===== src/hw/ace_pkg.sv =====
// package: register map, field layout and carrier types of the ace layer-4 field matcher
`default_nettype none
package ace_pkg;
  // register byte offsets on the axi4-lite slave
  localparam logic [7:0] OFF_CTRL     = 8'h00;
  localparam logic [7:0] OFF_SRC_PORT = 8'h04;
  localparam logic [7:0] OFF_DST_PORT = 8'h08;
  localparam logic [7:0] OFF_FLAGS    = 8'h0c;
  localparam logic [7:0] OFF_TOS      = 8'h10;
  localparam logic [7:0] OFF_ICMP     = 8'h14;
  localparam logic [7:0] OFF_STATUS   = 8'h18;
  localparam logic [7:0] OFF_HIT_CNT  = 8'h1c;

  // writable bits of each register; all others read as zero
  localparam logic [31:0] MASK_CTRL  = 32'h0000_07ff;
  localparam logic [31:0] MASK_PORT  = 32'hffff_ffff;
  localparam logic [31:0] MASK_FLAGS = 32'h0000_0fff;
  localparam logic [31:0] MASK_TOS   = 32'h0000_073f;
  localparam logic [31:0] MASK_ICMP  = 32'h00ff_ff07;

  // reset values
  localparam logic [31:0] RST_CTRL  = 32'h0000_0000;
  localparam logic [31:0] RST_PORT  = 32'h0000_0000;
  localparam logic [31:0] RST_FLAGS = 32'h0000_0000;
  localparam logic [31:0] RST_TOS   = 32'h0000_0000;
  localparam logic [31:0] RST_ICMP  = 32'h0000_0000;

  // field positions in ctrl
  localparam int unsigned CTRL_EN   = 0;
  localparam int unsigned CTRL_DENY = 1;
  localparam int unsigned CTRL_SRC  = 2;
  localparam int unsigned CTRL_DST  = 4;
  localparam int unsigned CTRL_TOS  = 6;
  localparam int unsigned CTRL_ICMP = 8;
  localparam int unsigned CTRL_CODE = 10;
  // field positions in the port, tos and icmp registers
  localparam int unsigned PORT_LO   = 0;
  localparam int unsigned PORT_HI   = 16;
  localparam int unsigned TOS_DSCP  = 0;
  localparam int unsigned TOS_PREC  = 8;
  localparam int unsigned ICMP_IDX  = 0;
  localparam int unsigned ICMP_PROT = 8;
  localparam int unsigned ICMP_CODE = 16;
  // dscp bits that form the precedence
  localparam int unsigned PREC_LSB  = 3;
  localparam int unsigned NUM_FLAGS = 6;

  // axi4-lite responses
  localparam logic [1:0] RESP_OKAY   = 2'b00;
  localparam logic [1:0] RESP_DECERR = 2'b11;

  // predefined icmpv6 type list, entry n in bits [8n+7:8n]
  localparam logic [63:0] ICMP_LIST = 64'h8685_8180_0403_0201;

  typedef enum logic [1:0] {PORT_ANY, PORT_SINGLE, PORT_RANGE} port_mode_e;
  typedef enum logic [1:0] {FLAG_DONT_CARE, FLAG_SET, FLAG_UNSET} flag_cond_e;
  typedef enum logic [1:0] {TOS_ANY, TOS_DSCP_MATCH, TOS_PREC_MATCH} tos_mode_e;
  typedef enum logic [1:0] {ICMP_ANY, ICMP_LIST_MATCH, ICMP_PROTO_MATCH} icmp_mode_e;

  // parsed header fields from the ingress parser; tcp_flags is urg,ack,psh,rst,syn,fin
  typedef struct packed {
    logic        is_tcp;
    logic        has_l4;
    logic        is_icmp;
    logic [15:0] src_port;
    logic [15:0] dst_port;
    logic [5:0]  tcp_flags;
    logic [5:0]  dscp;
    logic [7:0]  proto;
    logic [7:0]  icmp_type;
    logic [7:0]  icmp_code;
  } frame_s;

  typedef struct packed {
    logic valid;
    logic hit;
    logic drop;
    logic learn;
  } result_s;
endpackage
`default_nettype wire


===== src/hw/ace_matcher.sv =====
// module: ace layer-4 field matcher with axi4-lite configuration slave
// Contract
// - source range mode hits only when source port lies within the 16-bit bounds.
// - destination any mode never blocks a hit.
// - destination single mode hits only on equal destination port.
// - destination range mode hits only between lower and upper bound.
// - six tcp flags each have set, unset or don't care condition.
// - set condition requires a tcp frame carrying that flag.
// - unset condition excludes tcp frames carrying that flag.
// - don't care flag has no influence on the hit.
// - service any mode ignores the service field.
// - dscp mode hits only on equal 6-bit dscp.
// - precedence mode hits only on equal 3-bit precedence.
// - icmp any mode places no icmp or protocol restriction.
// - icmp list mode hits only frames with the selected listed type.
// - protocol id mode hits only on equal 8-bit protocol.
// - icmp code is don't care or must equal the defined code.
// - source any mode ignores the source port.
// - hit on a deny entry drops the frame.
// - hit on a permit entry forwards and learns the frame.
`default_nettype none
module ace_matcher (
  input  wire logic            REF_CLK,
  input  wire logic            RESET,
  input  wire logic            AWVALID,
  output logic                 AWREADY,
  input  wire logic [7:0]      AWADDR,
  input  wire logic [2:0]      AWPROT,
  input  wire logic            WVALID,
  output logic                 WREADY,
  input  wire logic [31:0]     WDATA,
  input  wire logic [3:0]      WSTRB,
  output logic                 BVALID,
  input  wire logic            BREADY,
  output logic [1:0]           BRESP,
  input  wire logic            ARVALID,
  output logic                 ARREADY,
  input  wire logic [7:0]      ARADDR,
  input  wire logic [2:0]      ARPROT,
  output logic                 RVALID,
  input  wire logic            RREADY,
  output logic [31:0]          RDATA,
  output logic [1:0]           RRESP,
  input  wire logic            FRAME_VALID,
  input  wire ace_pkg::frame_s FRAME,
  output ace_pkg::result_s     RESULT
);
  // configuration registers
  logic [31:0] ctrl, src_port, dst_port, flags, tos, icmp;
  logic [31:0] next_ctrl, next_src_port, next_dst_port, next_flags, next_tos, next_icmp;
  // bus state
  logic        aw_held, w_held, bvalid, rvalid;
  logic        next_aw_held, next_w_held, next_bvalid, next_rvalid;
  logic [7:0]  awaddr, next_awaddr;
  logic [31:0] wdata, next_wdata, rdata, next_rdata;
  logic [3:0]  wstrb, next_wstrb;
  logic [1:0]  bresp, next_bresp, rresp, next_rresp;
  // match state
  ace_pkg::result_s result, next_result;
  logic [31:0] hit_cnt, next_hit_cnt;

  // byte-lane merge of a write into a register
  function automatic logic [31:0] merge(input logic [31:0] old, input logic [31:0] data,
                                        input logic [3:0] strb, input logic [31:0] mask);
    logic [31:0] m;
    m = {{8{strb[3]}}, {8{strb[2]}}, {8{strb[1]}}, {8{strb[0]}}};
    return ((old & ~m) | (data & m)) & mask;
  endfunction

  assign AWREADY = !aw_held;
  assign WREADY  = !w_held;
  assign BVALID  = bvalid;
  assign BRESP   = bresp;
  assign ARREADY = !rvalid;
  assign RVALID  = rvalid;
  assign RDATA   = rdata;
  assign RRESP   = rresp;
  assign RESULT  = result;

  // address and data are taken in either order, committed once both are held
  always_comb begin
    next_aw_held  = aw_held;
    next_w_held   = w_held;
    next_awaddr   = awaddr;
    next_wdata    = wdata;
    next_wstrb    = wstrb;
    next_bvalid   = bvalid;
    next_bresp    = bresp;
    next_ctrl     = ctrl;
    next_src_port = src_port;
    next_dst_port = dst_port;
    next_flags    = flags;
    next_tos      = tos;
    next_icmp     = icmp;
    if (bvalid && BREADY) begin
      next_bvalid = 1'b0;
    end
    if (AWVALID && !aw_held) begin
      next_aw_held = 1'b1;
      next_awaddr  = AWADDR;
    end
    if (WVALID && !w_held) begin
      next_w_held = 1'b1;
      next_wdata  = WDATA;
      next_wstrb  = WSTRB;
    end
    if (aw_held && w_held && !bvalid) begin
      next_aw_held = 1'b0;
      next_w_held  = 1'b0;
      next_bvalid  = 1'b1;
      next_bresp   = ace_pkg::RESP_OKAY;
      case ({awaddr[7:2], 2'b00})
        ace_pkg::OFF_CTRL:     next_ctrl     = merge(ctrl, wdata, wstrb, ace_pkg::MASK_CTRL);
        ace_pkg::OFF_SRC_PORT: next_src_port = merge(src_port, wdata, wstrb, ace_pkg::MASK_PORT);
        ace_pkg::OFF_DST_PORT: next_dst_port = merge(dst_port, wdata, wstrb, ace_pkg::MASK_PORT);
        ace_pkg::OFF_FLAGS:    next_flags    = merge(flags, wdata, wstrb, ace_pkg::MASK_FLAGS);
        ace_pkg::OFF_TOS:      next_tos      = merge(tos, wdata, wstrb, ace_pkg::MASK_TOS);
        ace_pkg::OFF_ICMP:     next_icmp     = merge(icmp, wdata, wstrb, ace_pkg::MASK_ICMP);
        // status and counter are read-only: write ignored but acknowledged
        ace_pkg::OFF_STATUS,
        ace_pkg::OFF_HIT_CNT:  next_bresp    = ace_pkg::RESP_OKAY;
        default:               next_bresp    = ace_pkg::RESP_DECERR;
      endcase
    end
  end

  always_ff @(posedge REF_CLK or posedge RESET) begin
    if (RESET) begin
      aw_held  <= 1'b0;
      w_held   <= 1'b0;
      awaddr   <= 8'h00;
      wdata    <= 32'h0000_0000;
      wstrb    <= 4'h0;
      bvalid   <= 1'b0;
      bresp    <= ace_pkg::RESP_OKAY;
      ctrl     <= ace_pkg::RST_CTRL;
      src_port <= ace_pkg::RST_PORT;
      dst_port <= ace_pkg::RST_PORT;
      flags    <= ace_pkg::RST_FLAGS;
      tos      <= ace_pkg::RST_TOS;
      icmp     <= ace_pkg::RST_ICMP;
    end else begin
      aw_held  <= next_aw_held;
      w_held   <= next_w_held;
      awaddr   <= next_awaddr;
      wdata    <= next_wdata;
      wstrb    <= next_wstrb;
      bvalid   <= next_bvalid;
      bresp    <= next_bresp;
      ctrl     <= next_ctrl;
      src_port <= next_src_port;
      dst_port <= next_dst_port;
      flags    <= next_flags;
      tos      <= next_tos;
      icmp     <= next_icmp;
    end
  end

  // read channel: answer one cycle after the address is taken
  always_comb begin
    next_rvalid = rvalid;
    next_rdata  = rdata;
    next_rresp  = rresp;
    if (rvalid && RREADY) begin
      next_rvalid = 1'b0;
    end
    if (ARVALID && !rvalid) begin
      next_rvalid = 1'b1;
      next_rresp  = ace_pkg::RESP_OKAY;
      case ({ARADDR[7:2], 2'b00})
        ace_pkg::OFF_CTRL:     next_rdata = ctrl;
        ace_pkg::OFF_SRC_PORT: next_rdata = src_port;
        ace_pkg::OFF_DST_PORT: next_rdata = dst_port;
        ace_pkg::OFF_FLAGS:    next_rdata = flags;
        ace_pkg::OFF_TOS:      next_rdata = tos;
        ace_pkg::OFF_ICMP:     next_rdata = icmp;
        ace_pkg::OFF_STATUS:   next_rdata = {29'h0, result.learn, result.drop, result.hit};
        ace_pkg::OFF_HIT_CNT:  next_rdata = hit_cnt;
        default: begin
          next_rdata = 32'h0000_0000;
          next_rresp = ace_pkg::RESP_DECERR;
        end
      endcase
    end
  end

  always_ff @(posedge REF_CLK or posedge RESET) begin
    if (RESET) begin
      rvalid <= 1'b0;
      rdata  <= 32'h0000_0000;
      rresp  <= ace_pkg::RESP_OKAY;
    end else begin
      rvalid <= next_rvalid;
      rdata  <= next_rdata;
      rresp  <= next_rresp;
    end
  end

  // field decode
  ace_pkg::port_mode_e src_mode, dst_mode;
  ace_pkg::tos_mode_e  tos_mode;
  ace_pkg::icmp_mode_e icmp_mode;
  logic                code_en, deny, entry_en;
  logic [7:0]          list_type;
  logic                src_ok, dst_ok, tos_ok, icmp_ok, code_ok, all_ok;
  logic [5:0]          flag_ok, set_mask, unset_mask;

  assign src_mode  = ace_pkg::port_mode_e'(ctrl[ace_pkg::CTRL_SRC +: 2]);
  assign dst_mode  = ace_pkg::port_mode_e'(ctrl[ace_pkg::CTRL_DST +: 2]);
  assign tos_mode  = ace_pkg::tos_mode_e'(ctrl[ace_pkg::CTRL_TOS +: 2]);
  assign icmp_mode = ace_pkg::icmp_mode_e'(ctrl[ace_pkg::CTRL_ICMP +: 2]);
  assign code_en   = ctrl[ace_pkg::CTRL_CODE];
  assign deny      = ctrl[ace_pkg::CTRL_DENY];
  assign entry_en  = ctrl[ace_pkg::CTRL_EN];
  assign list_type = ace_pkg::ICMP_LIST[{icmp[ace_pkg::ICMP_IDX +: 3], 3'b000} +: 8];

  l4_port_cmp u_src_cmp (
    .mode   (src_mode),
    .lo     (src_port[ace_pkg::PORT_LO +: 16]),
    .hi     (src_port[ace_pkg::PORT_HI +: 16]),
    .port   (FRAME.src_port),
    .has_l4 (FRAME.has_l4),
    .ok     (src_ok)
  );

  l4_port_cmp u_dst_cmp (
    .mode   (dst_mode),
    .lo     (dst_port[ace_pkg::PORT_LO +: 16]),
    .hi     (dst_port[ace_pkg::PORT_HI +: 16]),
    .port   (FRAME.dst_port),
    .has_l4 (FRAME.has_l4),
    .ok     (dst_ok)
  );

  // one tri-state condition per tcp flag, two bits each in the flags register
  for (genvar g = 0; g < ace_pkg::NUM_FLAGS; g++) begin : g_flag
    ace_pkg::flag_cond_e cond;
    assign cond          = ace_pkg::flag_cond_e'(flags[2*g +: 2]);
    assign set_mask[g]   = (cond == ace_pkg::FLAG_SET);
    assign unset_mask[g] = (cond == ace_pkg::FLAG_UNSET);
    always_comb begin
      unique case (cond)
        ace_pkg::FLAG_DONT_CARE: flag_ok[g] = 1'b1;
        ace_pkg::FLAG_SET:       flag_ok[g] = FRAME.is_tcp && FRAME.tcp_flags[g];
        ace_pkg::FLAG_UNSET:     flag_ok[g] = FRAME.is_tcp && !FRAME.tcp_flags[g];
        default:                 flag_ok[g] = 1'b0;
      endcase
    end
  end

  always_comb begin
    unique case (tos_mode)
      ace_pkg::TOS_ANY:        tos_ok = 1'b1;
      ace_pkg::TOS_DSCP_MATCH: tos_ok = FRAME.dscp == tos[ace_pkg::TOS_DSCP +: 6];
      ace_pkg::TOS_PREC_MATCH: tos_ok = FRAME.dscp[ace_pkg::PREC_LSB +: 3] == tos[ace_pkg::TOS_PREC +: 3];
      default:                 tos_ok = 1'b0;
    endcase
  end

  always_comb begin
    unique case (icmp_mode)
      ace_pkg::ICMP_ANY:         icmp_ok = 1'b1;
      ace_pkg::ICMP_LIST_MATCH:  icmp_ok = FRAME.is_icmp && (FRAME.icmp_type == list_type);
      ace_pkg::ICMP_PROTO_MATCH: icmp_ok = FRAME.proto == icmp[ace_pkg::ICMP_PROT +: 8];
      default:                   icmp_ok = 1'b0;
    endcase
  end

  // a defined code only passes icmp frames with that code
  assign code_ok = !code_en || (FRAME.is_icmp && FRAME.icmp_code == icmp[ace_pkg::ICMP_CODE +: 8]);
  assign all_ok  = src_ok && dst_ok && (&flag_ok) && tos_ok && icmp_ok && code_ok;

  // hit is registered so the forwarding stage sees a clean, timed decision
  always_comb begin
    next_result.valid = FRAME_VALID;
    next_result.hit   = FRAME_VALID && entry_en && all_ok;
    next_result.drop  = FRAME_VALID && entry_en && all_ok && deny;
    next_result.learn = FRAME_VALID && entry_en && all_ok && !deny;
    next_hit_cnt      = next_result.hit ? hit_cnt + 32'h0000_0001 : hit_cnt;
  end

  always_ff @(posedge REF_CLK or posedge RESET) begin
    if (RESET) begin
      result  <= '0;
      hit_cnt <= 32'h0000_0000;
    end else begin
      result  <= next_result;
      hit_cnt <= next_hit_cnt;
    end
  end

  logic [15:0] src_lo, src_hi, dst_lo, dst_hi;
  assign src_lo = src_port[ace_pkg::PORT_LO +: 16];
  assign src_hi = src_port[ace_pkg::PORT_HI +: 16];
  assign dst_lo = dst_port[ace_pkg::PORT_LO +: 16];
  assign dst_hi = dst_port[ace_pkg::PORT_HI +: 16];
endmodule
`default_nettype wire


===== src/hw/l4_port_cmp.sv =====
// module: one layer-4 port condition (any, single or range)
`default_nettype none
module l4_port_cmp (
  input  wire ace_pkg::port_mode_e mode,
  input  wire logic [15:0]         lo,
  input  wire logic [15:0]         hi,
  input  wire logic [15:0]         port,
  input  wire logic                has_l4,
  output logic                     ok
);
  always_comb begin
    unique case (mode)
      ace_pkg::PORT_ANY:    ok = 1'b1;
      ace_pkg::PORT_SINGLE: ok = has_l4 && (port == lo);
      ace_pkg::PORT_RANGE:  ok = has_l4 && (port >= lo) && (port <= hi);
      // reserved encoding never hits
      default:              ok = 1'b0;
    endcase
  end
endmodule
`default_nettype wire


===== config.mk =====
export PLATFORM = sky130hd
export DESIGN_NAME = ace_matcher
export DESIGN_NICKNAME = d
export VERILOG_FILES = /design/src/hw/ace_pkg.sv /design/src/hw/ace_matcher.sv /design/src/hw/l4_port_cmp.sv
export SDC_FILE = /design/constraint.sdc
export NUM_CORES = 1
export LEC_CHECK = 0
export BUFFER_PORTS_ARGS = -buffer_cell sky130_fd_sc_hd__buf_2
export CORE_MARGIN = 2
export CORE_UTILIZATION = 40
export CTS_CLUSTER_SIZE = 16
export DETAILED_ROUTE_END_ITERATION = 10
export PLACE_DENSITY_LB_ADDON = 0.15
export SLEW_MARGIN = 25
export SYNTH_ARGS = -nofsm -noshare
export SYNTH_HDL_FRONTEND = slang
export SYNTH_SLANG_ARGS = --single-unit

===== constraint.sdc =====
create_clock -name REF_CLK -period 8.05 [get_ports REF_CLK]
set_clock_uncertainty 0.05 [all_clocks]
set_input_delay 0.4025 -clock REF_CLK [delete_from_list [all_inputs] [get_ports REF_CLK]]
set_output_delay 0.4025 -clock REF_CLK [all_outputs]
set_load 0.01 [all_outputs]

After elaboration in Yosys (flattened, before gate mapping)
Index checks and enable logic that the tools add are counted.

storage, ports and cells
  bits in registers = 235
  input port bits = 137
  logic and storage cells = 177

cells by class
  add/subtract/negate cells = 1
  magnitude comparators = 4
  eq/ne operators = 41
  shift operators = 1
  multiplexer cells = 21
  bitwise gates (word level) = 14
  reductions and logical operators = 74

operators by type and width
  operator                                                                     count
  32-bit one-hot mux with 8 select lines                                       1
  32-bit bitwise AND                                                           3
  32-bit bitwise OR                                                            2
  64-bit by 7-bit indexed part select with 8-bit output, first input constant  1
  6-bit by 3-bit equality test with 1-bit output, second input constant        8
  1-bit logical AND                                                            36
  32-bit by 1-bit adder with 32-bit output, second input constant              1
  16-bit equality test                                                         2
  16-bit greater-or-equal comparator                                           2
  16-bit <= comparator                                                         2
  32-bit NOT                                                                   1
  1-bit one-hot mux with 3 select lines                                        10
  24-bit bitwise AND                                                           1
  6-bit by 2-bit equality test with 1-bit output, second input constant        4
  8-bit equality test                                                          3
  24-bit bitwise OR                                                            1
  11-bit bitwise AND                                                           2
  11-bit bitwise OR                                                            2
  2-bit by 1-bit equality test with 1-bit output, second input constant        10
  2-bit equality test, second input constant                                   10
  2-bit zero test                                                              10
  8-bit OR reduction                                                           2
  12-bit bitwise AND                                                           1
  6-bit by 1-bit equality test with 1-bit output, second input constant        2
  other kinds (11)                                                             39

Logic depth before layout (Yosys ltp)
  word-level depth = 11
  depth in mapped cells = 11

Modules after synthesis
A second synthesis with hierarchy kept.

unflattened totals
  cell total of the unflattened synthesis = 1082
  area total of the unflattened synthesis = 12280.5 um^2

modules (own cells, without submodules)
  module                    times used  cells each  area each (um^2)  sequential area each (um^2)
  ace_matcher               1           856         10615.2           5780.5
  l4_port_cmp at u_dst_cmp  1           113         838.3             0.0
  l4_port_cmp at u_src_cmp  1           113         827.0             0.0

Worst setup path after synthesis
No wires, ideal clock.

  kind = input to register
  from = in FRAME[51] (netlist name)
  to = reg hit_cnt[1]
  data arrival time = 2669 ps
  data required time = 7875 ps
  setup slack = 5206 ps
  stages = 9
  path buffers = 1
  cell sequence = ha_1 nand3_1 or4_1 or4_1 nand4_1 a21boi_2 nor4b_4 buf_4 mux2_2

on the way
  word-level cells in the longest chain between the ends = 10
  elaborated cells on any way between the ends = 13
  those cells by class = order compare (2); eq/ne (1); mux (1); reduce/logical (9)

RTL lines
  what                                       line                RTL
  from (decl)                                ace_matcher.sv:45   input wire ace_pkg::frame_s FRAME,
  16-bit greater-or-equal comparator         l4_port_cmp.sv:15   ace_pkg::PORT_RANGE: ok = has_l4 && (port >= lo) && (port <= hi);
  1-bit logical AND (2 in a row)             l4_port_cmp.sv:15
  1-bit one-hot mux with 3 select lines (*)  l4_port_cmp.sv:12   unique case (mode)
  1-bit logical AND (*) (5 in a row)         ace_matcher.sv:271  assign all_ok = src_ok && dst_ok && (&flag_ok) && tos_ok && icmp_ok && code_ok;
  1-bit logical AND (*)                      ace_matcher.sv:276  next_result.hit = FRAME_VALID && entry_en && all_ok;
  to (signal assigned)                       ace_matcher.sv:288  hit_cnt <= next_hit_cnt;
  to (decl)                                  ace_matcher.sv:60   logic [31:0] hit_cnt, next_hit_cnt;

Mark *: on every way between the ends. The rest lies on a longest branch, timed or not.
A chain may end at the register's enable or synchronous reset.

==> results_dict.tcl <==
set metrics [dict create \
    endpoint_kind "register" \
    synth_edf_count 0 \
    cts_tree "built" \
    synth_seq_cells 231 \
    synth.avg_cell_area_sq_um 11.3 \
    grt_max_degree 103 \
    clock.fmax_mhz 282 \
    wl_microns 35700 \
    r2r-end "hit_cnt[12]" \
    dpl.hpwl_microns 26900 \
    root_buffer "clkbuf_16" \
    clock-sinks 231 \
    synthDistinctLibCells 50 \
    worst_slew_pin_slew_ps 1030 \
    hold-path-endpoint "aw_held" \
    drt_iter0_markers 589 \
    rsz0062_at_grt "false" \
    antenna_found_initial 0 \
    critical_path.max_fanout 25 \
    area_growth_pct 17.6 \
    postSynthCellCount 1090 \
    clkLatencyLatePin_ps 550 \
    die-area_sq_um 32200 \
    worstPathRequired_ps 8460 \
    async_flop_share_pct 100 \
    slowest_delay_ps 560 \
    ys_seq_area_share_pct 47.0 \
    pin_count 182 \
    min_from "AWVALID" \
    cpLargestDelayFamily "simple AND/OR/NAND/NOR gates" \
    fin_crit_ps 3540 \
    slew_headroom_pct 31.0 \
    drt-vias-per-instance 5.46 \
    numCtsBuffers 27 \
    syn_nets 1313 \
    die_y_microns 179 \
    drv_slew 0 \
    drt_pass1_iterations 6 \
    num_rows 64 \
    antenna_cells 0 \
    leakage_uw 0.00682 \
    clockBufferDepth 3 \
    powerDensity_nw_per_um2 304 \
    setup_violations 0 \
    port_buffers 171 \
    slowest_stage "or4_1" \
    fin_nets 1486 \
    cp_cell_sequence "inv_1, ha_1, nand3_1, or4_1, or4_1, nand4_1, a21boi_2, nor4b_4, buf_4, and4_1, xor2_1" \
    post-cts-setup-buffer-count 0 \
    min_period_over_period_pct 44.0 \
    h-tree-depth 1 \
    path_clk_slew_ps 60 \
    die_w_microns 179 \
    grt-ovfl-total 0 \
    yosys_warnings 0 \
    drc 0 \
    worst_ep_arrival_time_ps 3950 \
    worstSetupStartpointType "register" \
    vias 9152 \
    detail-route-antenna-nets 0 \
    holdPathStages 2 \
    syn-cell-area_sq_um 12300 \
    nFillCells 2900 \
    start_util_pct 40.4 \
    fin_total_pwr_uw 4400 \
    path_common_cell "or4_1" \
    ir_drop_mv 0.180 \
    grt_pass1_vias 9179 \
    gp_congestion 0.889 \
    min_path_type "in -> reg" \
    crit_type "reg -> reg" \
    gr-usage-all-layers_pct 22.1 \
    ff2ff_setup_slack_ps 4510 \
    ys.flop_type "dfrtp_1" \
    cp_num_buf_inv 2 \
    status "completed" \
    wire_per_inst_microns 21.3 \
    hold_viol 0 \
    drive_above_1_share_pct 30.7 \
    coreArea_sq_um 30400 \
    drv_cap 0 \
    grt_pass1_wl_microns 55600 \
    tns_ps 0 \
    worst_r2r_path_depth 11 \
]
-- timing repair --
action / 4_1_cts / 5_1_grt
endpoints found under the hold margin: 60 / 0
resized for setup: 0 / 0
hold buffers: 4 / 0
-- area by class of cell --
class	count	area (sq um)	area share, %
sequential	231	5780	39.9
inverter	85	327	2.26
clock buffer	41	798	5.52
tap	396	495	3.42
multi-input combinational	734	6070	41.9
clock inverter	6	42.5	0.294
timing repair buffer	184	963	6.66
-- routing by layer --
metal / wire [microns] / global-route usage (%) / vias to the layer above
met3: 1820 / 3.18 / 30
met1: 17000 / 32.4 / 4561
met2: 16400 / 35.2 / 249
li1: - / - / 4312
met4: 435 / 4.13 / 0
met5: 0 / 0 / -
-- report_power, final --
part           switching (uW)  leakage (uW)  internal, uW
Combinational             615       0.00332           627
Clock                     483      0.000408           680
Sequential                458       0.00309          1540
-- through the flow --
step	cell area, sq um	setup slack [ps]	cells	util (%)	hold WS (ps)
2_1_floorplan	12300	1260	1090	-	384
3_3_place_gp	13600	4580	1626	44.7	408
3_5_place_dp	13600	4520	1626	44.7	416
4_1_cts	14500	4550	1677	47.6	6.01
5_1_grt	14500	4330	1677	47.6	20.6
6_report	14500	4510	1677	47.6	24.9
-- logic make-up (layout without fill, tap and decap cells) --
logic type	Yosys count	in the layout	share of synthesized area, %
buffers and inverters	125	316	3.92
muxes	168	168	15.7
adders and majority gates	86	86	8.74
xor gates and xnor gates	64	64	4.55
and+or+nand+nor	234	234	10.1
AOI/OAI and AO/OA	182	182	10.0
DFF	231	231	47.0
-- layout by cell type (no fill, tap or decap), types with 3 or more instances in the layout --
cell type | synthesis | layout
clkbuf_16 | 0 | 27
a221oi_1 | 9 | 9
nand3b_1 | 3 | 3
a2111oi_0 | 3 | 3
xor2_1 | 32 | 32
and3_1 | 11 | 11
a21oi_1 | 38 | 38
buf_2 | 2 | 171
a31oi_1 | 6 | 6
clkbuf_8 | 0 | 7
and2_1 | 12 | 12
mux2i_1 | 4 | 4
o211ai_1 | 4 | 4
nor2b_1 | 8 | 6
or4_1 | 4 | 4
o21a_1 | 3 | 3
a22oi_1 | 9 | 9
a21o_1 | 4 | 4
mux2_2 | 160 | 160
and4_1 | 7 | 7
dfrtp_1 | 231 | 231
nor2_1 | 14 | 14
o31ai_1 | 3 | 3
nor4_1 | 10 | 10
inv_1 | 85 | 84
a22o_1 | 22 | 22
nand3_1 | 22 | 22
ha_1 | 86 | 86
o21ai_0 | 51 | 51
dlygate4sd3_1 | 0 | 4
nand4_1 | 37 | 37
mux4_2 | 4 | 4
buf_4 | 3 | 9
xnor2_1 | 32 | 32
nor3_1 | 15 | 15
clkbuf_1 | 34 | 7
a211oi_1 | 8 | 8
nand2_1 | 80 | 79
a222oi_1 | 10 | 10
a32o_1 | 6 | 6
-- synthesized netlist by cell type, types with 6 or more instances --
master / number / area (sq um)
a211oi_1: 8 / 60.1
a21oi_1: 38 / 190
a221oi_1: 9 / 78.8
a222oi_1: 10 / 100
a22o_1: 22 / 193
a22oi_1: 9 / 67.6
a31oi_1: 6 / 37.5
a32o_1: 6 / 60.1
and2_1: 12 / 75.1
and3_1: 11 / 68.8
and4_1: 7 / 61.3
clkbuf_1: 34 / 128
dfrtp_1: 231 / 5780
ha_1: 86 / 1080
inv_1: 85 / 319
mux2_2: 160 / 1800
nand2_1: 80 / 300
nand3_1: 22 / 110
nand4_1: 37 / 231
nor2_1: 14 / 52.6
nor2b_1: 8 / 50.1
nor3_1: 15 / 75.1
nor4_1: 10 / 62.6
o21ai_0: 51 / 255
xnor2_1: 32 / 280
xor2_1: 32 / 280
-- worst register-to-register path, delay by kind of cell (launching register included) --
family          cells  cell delay [ps]
xor+xnor            1              150
compound gates      1              180
flops               1              400
buf+inv             2              480
fa+ha+maj           1              330
simple gates        6             1890
-- worst max-delay path by stage --
stage | cells after the start | slack (ps) | to
after floorplan | 1 | 1260 | BRESP[0]
after global placement | 11 | 4580 | hit_cnt[12]
after detailed placement | 11 | 4520 | hit_cnt[12]
after CTS | 11 | 4550 | hit_cnt[12]
after global routing | 11 | 4330 | hit_cnt[20]
final | 11 | 4510 | hit_cnt[12]
No activity file was read; power rests on OpenSTA's default activity.
